<file path="src/pkg/ni_framer_pkg.sv">
// Shared constants and types for the node identification indicator framer
package ni_framer_pkg;
  localparam logic [7:0]  START_DELIM = 8'h7e;
  localparam logic [7:0]  FRAME_TYPE  = 8'h95;
  localparam logic [7:0]  OPT_KEEP    = 8'hce;
  localparam logic [15:0] NO_PARENT   = 16'hfffe;
  localparam logic [7:0]  CSUM_BASE   = 8'hff;
  localparam logic [7:0]  PAD_CHAR    = 8'h20;
  localparam logic [7:0]  NULL_CHAR   = 8'h00;
  localparam logic [7:0]  EVT_BUTTON  = 8'h01;
  localparam logic [7:0]  EVT_JOIN    = 8'h02;
  localparam logic [7:0]  EVT_POWER   = 8'h03;
  localparam int          HEAD_BYTES  = 3;
  localparam int          PRE_BYTES   = 22;
  localparam int          POST_BASE   = 8;
  localparam int          DTYPE_BYTES = 4;
  localparam int          RSSI_BYTES  = 1;
  localparam int          MIN_STR     = 2;
  localparam logic [11:0] REG_CTRL    = 12'h000;
  localparam logic [11:0] REG_CMD     = 12'h004;
  localparam logic [11:0] REG_STATUS  = 12'h008;
  localparam int          CTRL_DTYPE  = 0;
  localparam int          CTRL_RSSI   = 1;
  localparam int          CTRL_JOIN   = 2;
  localparam logic [2:0]  CTRL_RESET  = 3'h0;
  localparam logic [31:0] CMD_COMMISSION = 32'h1;
  typedef enum logic [5:0] {
    S_IDLE = 6'b000001,
    S_HEAD = 6'b000010,
    S_PRE  = 6'b000100,
    S_STR  = 6'b001000,
    S_POST = 6'b010000,
    S_CSUM = 6'b100000
  } state_t;
endpackage

</file>
<file path="src/pkg/framer_link_if.sv">
// Links the framer to its string buffer and checksum accumulator
interface framer_link_if;
  logic       wr;
  logic [7:0] wdata;
  logic       clr;
  logic [7:0] raddr;
  logic [7:0] rdata;
  logic [7:0] count;
  logic       sum_clr;
  logic       sum_en;
  logic [7:0] sum_data;
  logic [7:0] sum;
  modport main (output wr, wdata, clr, raddr, sum_clr, sum_en, sum_data,
                input rdata, count, sum);
  modport sbuf (input wr, wdata, clr, raddr, output rdata, count);
  modport csum (input sum_clr, sum_en, sum_data, output sum);
endinterface

</file>
<file path="src/design/ident_string_buf.sv">
// Holds the remote identifier characters awaiting framing
module ident_string_buf #(
  parameter int DEPTH = 32
) (
  input wire logic   i_clk_sys,
  input wire logic   i_rst_n,
  framer_link_if.sbuf lk
);
  logic [7:0] mem [DEPTH];
  logic [7:0] count;

  // Characters past the depth are dropped rather than wrapping
  always_ff @(posedge i_clk_sys) begin
    if (lk.wr && (count < 8'(DEPTH))) begin
      mem[count[$clog2(DEPTH)-1:0]] <= lk.wdata;
    end
  end

  always_ff @(posedge i_clk_sys or negedge i_rst_n) begin
    if (!i_rst_n) begin
      count <= 8'h00;
    end else if (lk.clr) begin
      count <= 8'h00;
    end else if (lk.wr && (count < 8'(DEPTH))) begin
      count <= count + 8'h01;
    end
  end

  assign lk.count = count;
  assign lk.rdata = mem[lk.raddr[$clog2(DEPTH)-1:0]];
endmodule // ident_string_buf

</file>
<file path="src/design/frame_checksum.sv">
// Running eight-bit sum of the bytes covered by the checksum
module frame_checksum (
  input wire logic   i_clk_sys,
  input wire logic   i_rst_n,
  framer_link_if.csum lk
);
  logic [7:0] sum;

  always_ff @(posedge i_clk_sys or negedge i_rst_n) begin
    if (!i_rst_n) begin
      sum <= 8'h00;
    end else if (lk.sum_clr) begin
      sum <= 8'h00;
    end else if (lk.sum_en) begin
      sum <= sum + lk.sum_data;
    end
  end

  assign lk.sum = sum;
endmodule // frame_checksum

</file>
<file path="src/design/node_ident_indicator_framer.sv">
// Node identification indicator frame builder with APB control
//
// Behaviour
// [RULE_01] Emit one indicator frame for every received identification broadcast.
// [RULE_02] Broadcast on button, command value 1, join or power-up with notify.
// [RULE_03] Each frame opens with start delimiter 7E at offset zero.
// [RULE_04] Sixteen-bit length at offset 1 counts bytes before the checksum.
// [RULE_05] Frame type byte at offset 3 is 95 hex.
// [RULE_06] Sender 64-bit address at offset 4, 16-bit address at 12.
// [RULE_07] Options byte: bit1 broadcast, bit2 all-PAN; bits 0,4,5 reserved.
// [RULE_08] Options bits 7:6 carry the mesh delivery method.
// [RULE_09] Remote 16-bit address at offset 15, 64-bit address at 17.
// [RULE_10] Identifier string at 25, null terminated, two bytes minimum.
// [RULE_11] Parent address follows string; FFFE when remote has no parent.
// [RULE_12] Role byte: coordinator 0, router 1, end device 2.
// [RULE_13] Source event byte: 1 button, 2 joined, 3 power cycle.
// [RULE_14] Two fixed words: application profile then manufacturer code.
// [RULE_15] Optional 32-bit device type word when its option bit is set.
// [RULE_16] Optional last-hop signal byte before checksum when enabled.
// [RULE_17] Checksum is FF minus low byte of sum from offset 3 on.
// [RULE_18] Fields go most significant byte first, one byte per transfer.
module node_ident_indicator_framer
  import ni_framer_pkg::*;
#(
  parameter int          STR_DEPTH  = 32,
  parameter logic [15:0] PROFILE_ID = 16'h0a0b, // Arbitrary value
  parameter logic [15:0] MAKER_ID   = 16'h0c0d  // Arbitrary value
) (
  input  wire logic        i_clk_sys,
  input  wire logic        i_rst_n,
  input  wire logic        i_psel,
  input  wire logic        i_penable,
  input  wire logic        i_pwrite,
  input  wire logic [11:0] i_paddr,
  input  wire logic [31:0] i_pwdata,
  output logic      [31:0] o_prdata,
  output logic             o_pready,
  output logic             o_pslverr,
  input  wire logic        i_id_valid,
  output logic             o_id_ready,
  input  wire logic [63:0] i_src64,
  input  wire logic [15:0] i_src16,
  input  wire logic [7:0]  i_options,
  input  wire logic [15:0] i_rem16,
  input  wire logic [63:0] i_rem64,
  input  wire logic [15:0] i_parent16,
  input  wire logic        i_has_parent,
  input  wire logic [7:0]  i_role,
  input  wire logic [7:0]  i_event,
  input  wire logic [31:0] i_dev_type,
  input  wire logic [7:0]  i_rssi,
  input  wire logic        i_str_wr,
  input  wire logic [7:0]  i_str_byte,
  output logic             o_tx_valid,
  output logic      [7:0]  o_tx_data,
  output logic             o_tx_last,
  input  wire logic        i_tx_ready,
  input  wire logic        i_button_press,
  input  wire logic        i_joined,
  input  wire logic        i_power_assoc,
  output logic             o_ident_send,
  output logic      [7:0]  o_ident_event
);
  localparam int PRE_W  = PRE_BYTES * 8;
  localparam int POST_W = (POST_BASE + DTYPE_BYTES + RSSI_BYTES) * 8;

  // The buffer index needs at least one address bit
  if (STR_DEPTH < 2 || STR_DEPTH > 200) begin : g_bad_depth
    $error("STR_DEPTH must lie between 2 and 200");
  end

  framer_link_if lk ();

  logic              rst_meta_n;
  logic              rst_sync_n;
  state_t            state;
  state_t            next_state;
  logic [7:0]        idx;
  logic [PRE_W-1:0]  pre_vec;
  logic [POST_W-1:0] post_vec;
  logic [7:0]        post_n;
  logic              has_parent_q;
  logic [2:0]        ctrl;
  logic [15:0]       frame_cnt;
  logic [15:0]       frame_len;
  logic [7:0]        str_n;
  logic [7:0]        cur_byte;
  logic              last_in_state;
  logic              load;
  logic              accept;
  logic              cmd_trig;
  logic              apb_acc;
  logic              apb_done;

  // Reset is released through two flops so every register leaves it together
  always_ff @(posedge i_clk_sys or negedge i_rst_n) begin
    if (!i_rst_n) begin
      rst_meta_n <= 1'b0;
      rst_sync_n <= 1'b0;
    end else begin
      rst_meta_n <= 1'b1;
      rst_sync_n <= rst_meta_n;
    end
  end

  ident_string_buf #(.DEPTH(STR_DEPTH)) u_str (
    .i_clk_sys (i_clk_sys),
    .i_rst_n   (rst_sync_n),
    .lk        (lk.sbuf)
  );

  frame_checksum u_sum (
    .i_clk_sys (i_clk_sys),
    .i_rst_n   (rst_sync_n),
    .lk        (lk.csum)
  );

  // An empty identifier is sent as one space plus null
  assign str_n = ((lk.count == 8'h00) ? 8'h01 : lk.count) + 8'h01; // [RULE_10]
  // Trailer size comes from post_n, latched at accept, so a control
  // write during a frame cannot make the length disagree with the body
  assign frame_len = 16'(PRE_BYTES) + {8'h00, str_n}
                   + {8'h00, post_n}; // [RULE_04]

  assign accept = i_id_valid && o_id_ready;
  assign load   = (state != S_IDLE) && (!o_tx_valid || i_tx_ready);

  // Byte source for the current position; vectors shift out MSB first
  always_comb begin
    cur_byte      = 8'h00;
    last_in_state = 1'b0;
    case (state)
      S_HEAD: begin
        cur_byte = (idx == 8'h00) ? START_DELIM : // [RULE_03]
                   (idx == 8'h01) ? frame_len[15:8] : frame_len[7:0]; // [RULE_04]
        last_in_state = (idx == 8'(HEAD_BYTES - 1));
      end
      S_PRE: begin
        cur_byte      = pre_vec[PRE_W-1 -: 8]; // [RULE_18]
        last_in_state = (idx == 8'(PRE_BYTES - 1));
      end
      S_STR: begin
        if (idx < lk.count) begin
          cur_byte = lk.rdata;
        end else if (lk.count == 8'h00 && idx == 8'h00) begin
          cur_byte = PAD_CHAR;
        end else begin
          cur_byte = NULL_CHAR; // [RULE_10]
        end
        last_in_state = (idx == str_n - 8'h01);
      end
      S_POST: begin
        cur_byte      = post_vec[POST_W-1 -: 8]; // [RULE_18]
        last_in_state = (idx == post_n - 8'h01);
      end
      S_CSUM: begin
        cur_byte      = CSUM_BASE - lk.sum; // [RULE_17]
        last_in_state = 1'b1;
      end
      default: begin
        cur_byte      = 8'h00;
        last_in_state = 1'b0;
      end
    endcase
  end

  always_comb begin
    next_state = state;
    case (state)
      S_IDLE: if (accept) next_state = S_HEAD; // [RULE_01]
      S_HEAD: if (load && last_in_state) next_state = S_PRE;
      S_PRE:  if (load && last_in_state) next_state = S_STR;
      S_STR:  if (load && last_in_state) next_state = S_POST;
      S_POST: if (load && last_in_state) next_state = S_CSUM;
      S_CSUM: if (load) next_state = S_IDLE;
      default: next_state = S_IDLE;
    endcase
  end

  always_ff @(posedge i_clk_sys or negedge rst_sync_n) begin
    if (!rst_sync_n) begin
      state      <= S_IDLE;
      idx        <= 8'h00;
      o_id_ready <= 1'b0;
    end else begin
      state      <= next_state;
      o_id_ready <= (next_state == S_IDLE);
      if (next_state != state) begin
        idx <= 8'h00;
      end else if (load) begin
        idx <= idx + 8'h01;
      end
    end
  end

  // Field images are latched at accept, so inputs may change afterwards
  always_ff @(posedge i_clk_sys or negedge rst_sync_n) begin
    if (!rst_sync_n) begin
      pre_vec      <= '0;
      post_vec     <= '0;
      post_n       <= 8'h00;
      has_parent_q <= 1'b0;
    end else if (accept) begin
      has_parent_q <= i_has_parent;
      pre_vec <= {FRAME_TYPE, // [RULE_05]
                  i_src64, i_src16, // [RULE_06]
                  i_options & OPT_KEEP, // [RULE_07] [RULE_08]
                  i_rem16, i_rem64}; // [RULE_09]
      post_n <= 8'(POST_BASE)
              + (ctrl[CTRL_DTYPE] ? 8'(DTYPE_BYTES) : 8'h00)
              + (ctrl[CTRL_RSSI] ? 8'(RSSI_BYTES) : 8'h00);
      if (ctrl[CTRL_DTYPE]) begin
        post_vec <= {i_has_parent ? i_parent16 : NO_PARENT, // [RULE_11]
                     i_role, i_event, // [RULE_12] [RULE_13]
                     PROFILE_ID, MAKER_ID, // [RULE_14]
                     i_dev_type, // [RULE_15]
                     i_rssi}; // [RULE_16]
      end else begin
        post_vec <= {i_has_parent ? i_parent16 : NO_PARENT, // [RULE_11]
                     i_role, i_event, PROFILE_ID, MAKER_ID, // [RULE_14]
                     i_rssi, 32'h0}; // [RULE_16]
      end
    end else if (load && state == S_PRE) begin
      pre_vec <= pre_vec << 8;
    end else if (load && state == S_POST) begin
      post_vec <= post_vec << 8;
    end
  end

  // Output byte is held until taken; nothing moves while the host stalls
  always_ff @(posedge i_clk_sys or negedge rst_sync_n) begin
    if (!rst_sync_n) begin
      o_tx_valid <= 1'b0;
      o_tx_data  <= 8'h00;
      o_tx_last  <= 1'b0;
    end else if (load) begin
      o_tx_valid <= 1'b1; // [RULE_18]
      o_tx_data  <= cur_byte;
      o_tx_last  <= (state == S_CSUM);
    end else if (i_tx_ready) begin
      o_tx_valid <= 1'b0;
      o_tx_last  <= 1'b0;
    end
  end

  // Sum covers frame type through the byte before the checksum
  assign lk.sum_clr  = accept;
  assign lk.sum_en   = load && (state == S_PRE || state == S_STR
                               || state == S_POST); // [RULE_17]
  assign lk.sum_data = cur_byte;

  // String writes are refused while a frame is being sent
  assign lk.wr    = i_str_wr && (state == S_IDLE);
  assign lk.wdata = i_str_byte;
  assign lk.clr   = load && (state == S_CSUM);
  assign lk.raddr = idx;

  // Local identification triggers; join cases need the notify bit
  assign cmd_trig = apb_done && i_pwrite && (i_paddr == REG_CMD)
                    && (i_pwdata == CMD_COMMISSION);

  always_ff @(posedge i_clk_sys or negedge rst_sync_n) begin
    if (!rst_sync_n) begin
      o_ident_send  <= 1'b0;
      o_ident_event <= 8'h00;
    end else begin
      o_ident_send <= i_button_press || cmd_trig
                   || ((i_joined || i_power_assoc) && ctrl[CTRL_JOIN]); // [RULE_02]
      if (i_button_press || cmd_trig) begin
        o_ident_event <= EVT_BUTTON; // [RULE_02]
      end else if (i_joined && ctrl[CTRL_JOIN]) begin
        o_ident_event <= EVT_JOIN;
      end else if (i_power_assoc && ctrl[CTRL_JOIN]) begin
        o_ident_event <= EVT_POWER;
      end
    end
  end

  // APB slave: one wait state, read data and error registered with pready
  assign apb_acc  = i_psel && i_penable;
  assign apb_done = apb_acc && o_pready;

  always_ff @(posedge i_clk_sys or negedge rst_sync_n) begin
    if (!rst_sync_n) begin
      o_pready  <= 1'b0;
      o_pslverr <= 1'b0;
      o_prdata  <= 32'h0;
    end else begin
      o_pready  <= apb_acc && !o_pready;
      o_pslverr <= apb_acc && !o_pready && (i_paddr != REG_CTRL)
                   && (i_paddr != REG_CMD) && (i_paddr != REG_STATUS);
      o_prdata  <= 32'h0;
      if (apb_acc && !o_pready && !i_pwrite) begin
        case (i_paddr)
          REG_CTRL:   o_prdata <= {29'h0, ctrl};
          REG_STATUS: o_prdata <= {frame_cnt, lk.count, 7'h0,
                                   (state != S_IDLE)};
          default:    o_prdata <= 32'h0;
        endcase
      end
    end
  end

  always_ff @(posedge i_clk_sys or negedge rst_sync_n) begin
    if (!rst_sync_n) begin
      ctrl <= CTRL_RESET;
    end else if (apb_done && i_pwrite && i_paddr == REG_CTRL) begin
      ctrl <= i_pwdata[2:0];
    end
  end

  always_ff @(posedge i_clk_sys or negedge rst_sync_n) begin
    if (!rst_sync_n) begin
      frame_cnt <= 16'h0;
    end else if (load && state == S_CSUM) begin
      frame_cnt <= frame_cnt + 16'h1;
    end
  end

  // Helper: counts checksummed bytes of the current frame
  logic [15:0] body_cnt;
  logic [15:0] len_q;
  always_ff @(posedge i_clk_sys or negedge rst_sync_n) begin
    if (!rst_sync_n) begin
      body_cnt <= 16'h0;
      len_q    <= 16'h0;
    end else if (accept) begin
      body_cnt <= 16'h0;
    end else begin
      if (lk.sum_en) body_cnt <= body_cnt + 16'h1;
      if (load && state == S_HEAD && idx == 8'h00) len_q <= frame_len;
    end
  end
endmodule // node_ident_indicator_framer

</file>
<file path="config.mk">
export PLATFORM = sky130hd
export DESIGN_NAME = node_ident_indicator_framer
export DESIGN_NICKNAME = d
export VERILOG_FILES = /design/src/pkg/ni_framer_pkg.sv /design/src/pkg/framer_link_if.sv /design/src/design/ident_string_buf.sv /design/src/design/frame_checksum.sv /design/src/design/node_ident_indicator_framer.sv
export SDC_FILE = /design/constraint.sdc
export NUM_CORES = 1
export LEC_CHECK = 0
export BUFFER_PORTS_ARGS = -buffer_cell sky130_fd_sc_hd__buf_2
export CAP_MARGIN = 20
export CORE_MARGIN = 2
export CORE_UTILIZATION = 58
export DETAILED_ROUTE_END_ITERATION = 8
export GPL_TIMING_DRIVEN = 0
export PLACE_DENSITY = 0.89
export SYNTH_ARGS = -nofsm -noshare
export SYNTH_HDL_FRONTEND = slang
export SYNTH_SLANG_ARGS = --single-unit
</file>
<file path="constraint.sdc">
create_clock -name i_clk_sys -period 12.93 [get_ports i_clk_sys]
set_input_delay 3.879 -clock i_clk_sys [delete_from_list [all_inputs] [get_ports i_clk_sys]]
set_output_delay 3.879 -clock i_clk_sys [all_outputs]
set_load 0.03 [all_outputs]
</file>
==> impl_metrics.py <==
metrics = {
    "status": {
        "status": "finished, final reports clean",
    },
    "drt": {
        "ant_nets": 0,
        "wire_per_inst_um": 22.6,
        "via_count": 22300,
        "drc": 0,
        "wl_um": 81500,
        "drt_iter0_drc": 2530,
        "firstDrtPassIters": 6,
        "routed_via_density": 6.20,
    },
    "power_and_ir_drop": {
        "powerDensity_nw_per_um2": 181,
        "leakage_nw": 13.6,
        "peakVddDrop_mv": 0.126,
    },
    "place": {
        "dpl-instance-area_um2": 30600,
        "globalplace.congestion": 0.939,
        "dpl.hpwl_um": 57900,
        "io_buffers": 343,
        "dp.cells": 3474,
    },
    "clocking": {
        "cts.repair.resized": 0,
        "clockBufferDepth": 3,
        "h-tree-depth": 2,
        "clk_pin_slew_ns": 0.07,
        "numCtsBuffers": 61,
        "postCtsHoldBufs": 0,
        "cts_setup_buffers": 0,
        "cts-root-buf": "clkbuf_16",
        "clock_latency_ns": 0.63,
        "cts_num_sinks": 633,
        "tritoncts": "built",
    },
    "sta": {
        "final-hold-violation-count": 0,
        "fin_crit_ns": 6.07,
        "max_slew_margin_pct": 27.3,
        "grt_setup_unrepaired": "no",
        "worst_slew_pin_slew_ns": 1.09,
        "timing.setup.tns_ns": 0,
        "finalSetupViolations": 0,
        "fmax_ghz": 0.165,
        "fin_skew_ns": 0.0209,
        "slew_viol_final": 0,
        "holdWs_ns": 0.185,
        "fin_crit_sh_pct": 46.9,
    },
    "grt": {
        "grt_pass1_wl_um": 125000,
        "grt_start_max_net_pins": 73,
        "track_usage_pct": 32.6,
        "antenna_found_initial": 12,
        "first_global_vias": 22200,
        "grt_overflow": 0,
    },
    "floorplanning": {
        "die_h_um": 224,
        "start_util_pct": 58.7,
        "core_region_area_um2": 47600,
        "die_w_um": 224,
        "io-pin-count": 358,
        "rows": 80,
        "die_area_um2": 50000,
    },
    "final_layout": {
        "nNetsFinal": 3263,
        "mostFrequentLayoutCells": "610 x nand2_1, 375 x dfrtp_1, 357 x buf_2",
        "drive_gt1_share_pct": 19.7,
        "seq_area_um2": 17100,
        "final_area_um2": 32700,
        "final-instance-count-excl-fill": 3599,
        "fillers": 3335,
        "multi_input_area_um2": 10100,
        "post-route-util_pct": 68.5,
        "synthToLayoutAreaGrowth_pct": 16.8,
        "layout_commonest_cell": "nand2_1",
    },
    "worst_setup_path": {
        "end_kind": "flop",
        "start_kind": "flop",
        "critical_path_class": "reg -> reg",
        "crit_path_max_fanout": 10,
        "r2r-start": "idx[1]$_DFFE_PN0P_",
        "rr_endpoint": "u_sum.lk.sum[7]$_DFFE_PN0P_",
        "reg2reg_depth": 19,
        "crit_required_ns": 13.48,
        "rrSetupSlack_ns": 6.86,
        "arrival_ns": 6.62,
    },
    "logic_synthesis": {
        "yosysTopAreaCell": "dfrtp_1",
        "synth_warnings": 0,
        "syn_area_um2": 28000,
        "synth.distinct_cells": 79,
        "synth_edf_count": 256,
        "synth_top_area_share_pct": 33.6,
        "synth_area_leaders": "dfrtp_1 34%, edfxtp_1 27%, nand2_1 8.2%, mux4_2 6.4%, a31oi_1 5.0%",
        "ys.flop_type": "dfrtp_1",
        "async_flop_share_pct": 59.6,
        "synth-seq-cells": 633,
        "syn_inst": 2500,
        "syn_avg_cell_area_um2": 11.2,
        "yosysSeqAreaShare_pct": 61.2,
    },
    "run": {
        "cap_violations": 0,
    },
    "worst_hold_path": {
        "holdCritPathClass": "reg -> async",
    },
}
worst max path at each step:
stage,startpoint,to,slack (ns),cells past startpoint
after detailed placement,i_tx_ready,pre_vec[128]$_DFFE_PN0P_,6.64,9
final,idx[1]$_DFFE_PN0P_,u_sum.lk.sum[7]$_DFFE_PN0P_,6.86,19
after global placement,rst_sync_n$_DFF_PN0_,o_ident_send$_DFF_PN0_,-1.90,0
after floorplan,rst_sync_n$_DFF_PN0_,ctrl[0]$_DFFE_PN0P_,1.65,0
after global routing,idx[1]$_DFFE_PN0P_,u_sum.lk.sum[7]$_DFFE_PN0P_,6.59,19
after CTS,idx[1]$_DFFE_PN0P_,u_sum.lk.sum[7]$_DFFE_PN0P_,7.02,19
cell usage after synthesis (8+ instances only):
cell type	count
nor2_1	271
mux2_2	12
nor3_1	20
buf_1	18
nand4_1	8
o21ai_0	20
xor2_1	13
buf_4	14
edfxtp_1	256
and3_1	9
nor4_1	13
xnor2_1	30
dfrtp_1	376
mux2i_1	15
a211oi_1	11
and2_1	23
inv_1	21
nand2_1	610
mux4_2	80
a31oi_1	225
nor2b_1	11
nand3_1	71
a21o_1	13
clkbuf_1	131
a21oi_1	76
ha_1	30
buf_2	12
nor3b_1	15
worst max-delay path: stages, from the launching register on:
cell and delay [ns]:
dfrtp_1 0.51, buf_1 0.56, clkbuf_1 0.81, clkbuf_1 0.79, inv_1 0.21, ha_1 0.25
and4_1 0.14, clkbuf_1 0.18, a21oi_1 0.17, o21ai_0 0.14, a21o_1 0.24, ha_1 0.30
a21o_1 0.19, a21oi_1 0.22, o21bai_1 0.09, a21oi_1 0.23, o21ai_0 0.18, or3_1 0.34
mux2i_1 0.22, mux2i_1 0.22
kinds of logic after synthesis:
group	share of synthesized area, %
flip-flops	61.2
buffers and inverters	2.95
AO/OA/AOI/OAI	8.96
other	0.0269
multiplexers	7.55
XOR/XNOR	1.43
AND/OR/NAND/NOR	16.4
adder cells (fa/ha/maj)	1.49
report_power, final:
| part | switching [mW] | internal (mW) |
|---|---|---|
| clock network | 0.763 | 0.986 |
| registers | 0.237 | 2.44 |
| logic | 0.918 | 0.563 |
metal layers:
layer | vias to the layer above | part of all wire [%] | track usage [%]
li1 | 9709 | - | -
met1 | 11100 | 38 | 42.5
met2 | 1288 | 48 | 53.4
met3 | 252 | 9.0 | 6.23
met4 | 4 | 4.8 | 15.3
met5 | - | 0.026 | 0
per-stage QoR:
step,setup slack [ns],power [mW]
floorplan,1.65,3.62
global placement,-1.90,4.05
detailed placement,6.64,4.13
CTS,7.02,5.89
global route,6.59,6.15
finish,6.86,5.91
area by class of cell:
type | count | area share, %
antenna | 9 | 0.0690
sequential | 633 | 52.5
buffer | 176 | 2.25
inverter | 24 | 0.276
timing repair buffer | 354 | 5.84
tap | 615 | 2.36
clock buffer | 81 | 5.12
clock inverter | 30 | 0.835
multi-input combinational | 1677 | 30.8
flip-flops by register name, indices dropped and copies added (netlist names):
signal / flops
ctrl: 3
o_ident_send: 1
idx: 8
o_prdata: 27
o_tx_data: 8
rst_meta_n: 1
post_n: 3
state: 6
o_tx_last: 1
u_str.mem: 256
post_vec: 104
o_pslverr: 1
rst_sync_n: 1
u_str.lk.count: 8
o_ident_event: 2
pre_vec: 176
frame_cnt: 16
o_pready: 1
o_id_ready: 1
u_sum.lk.sum: 8
o_tx_valid: 1
(Power assumes the default switching activity.)
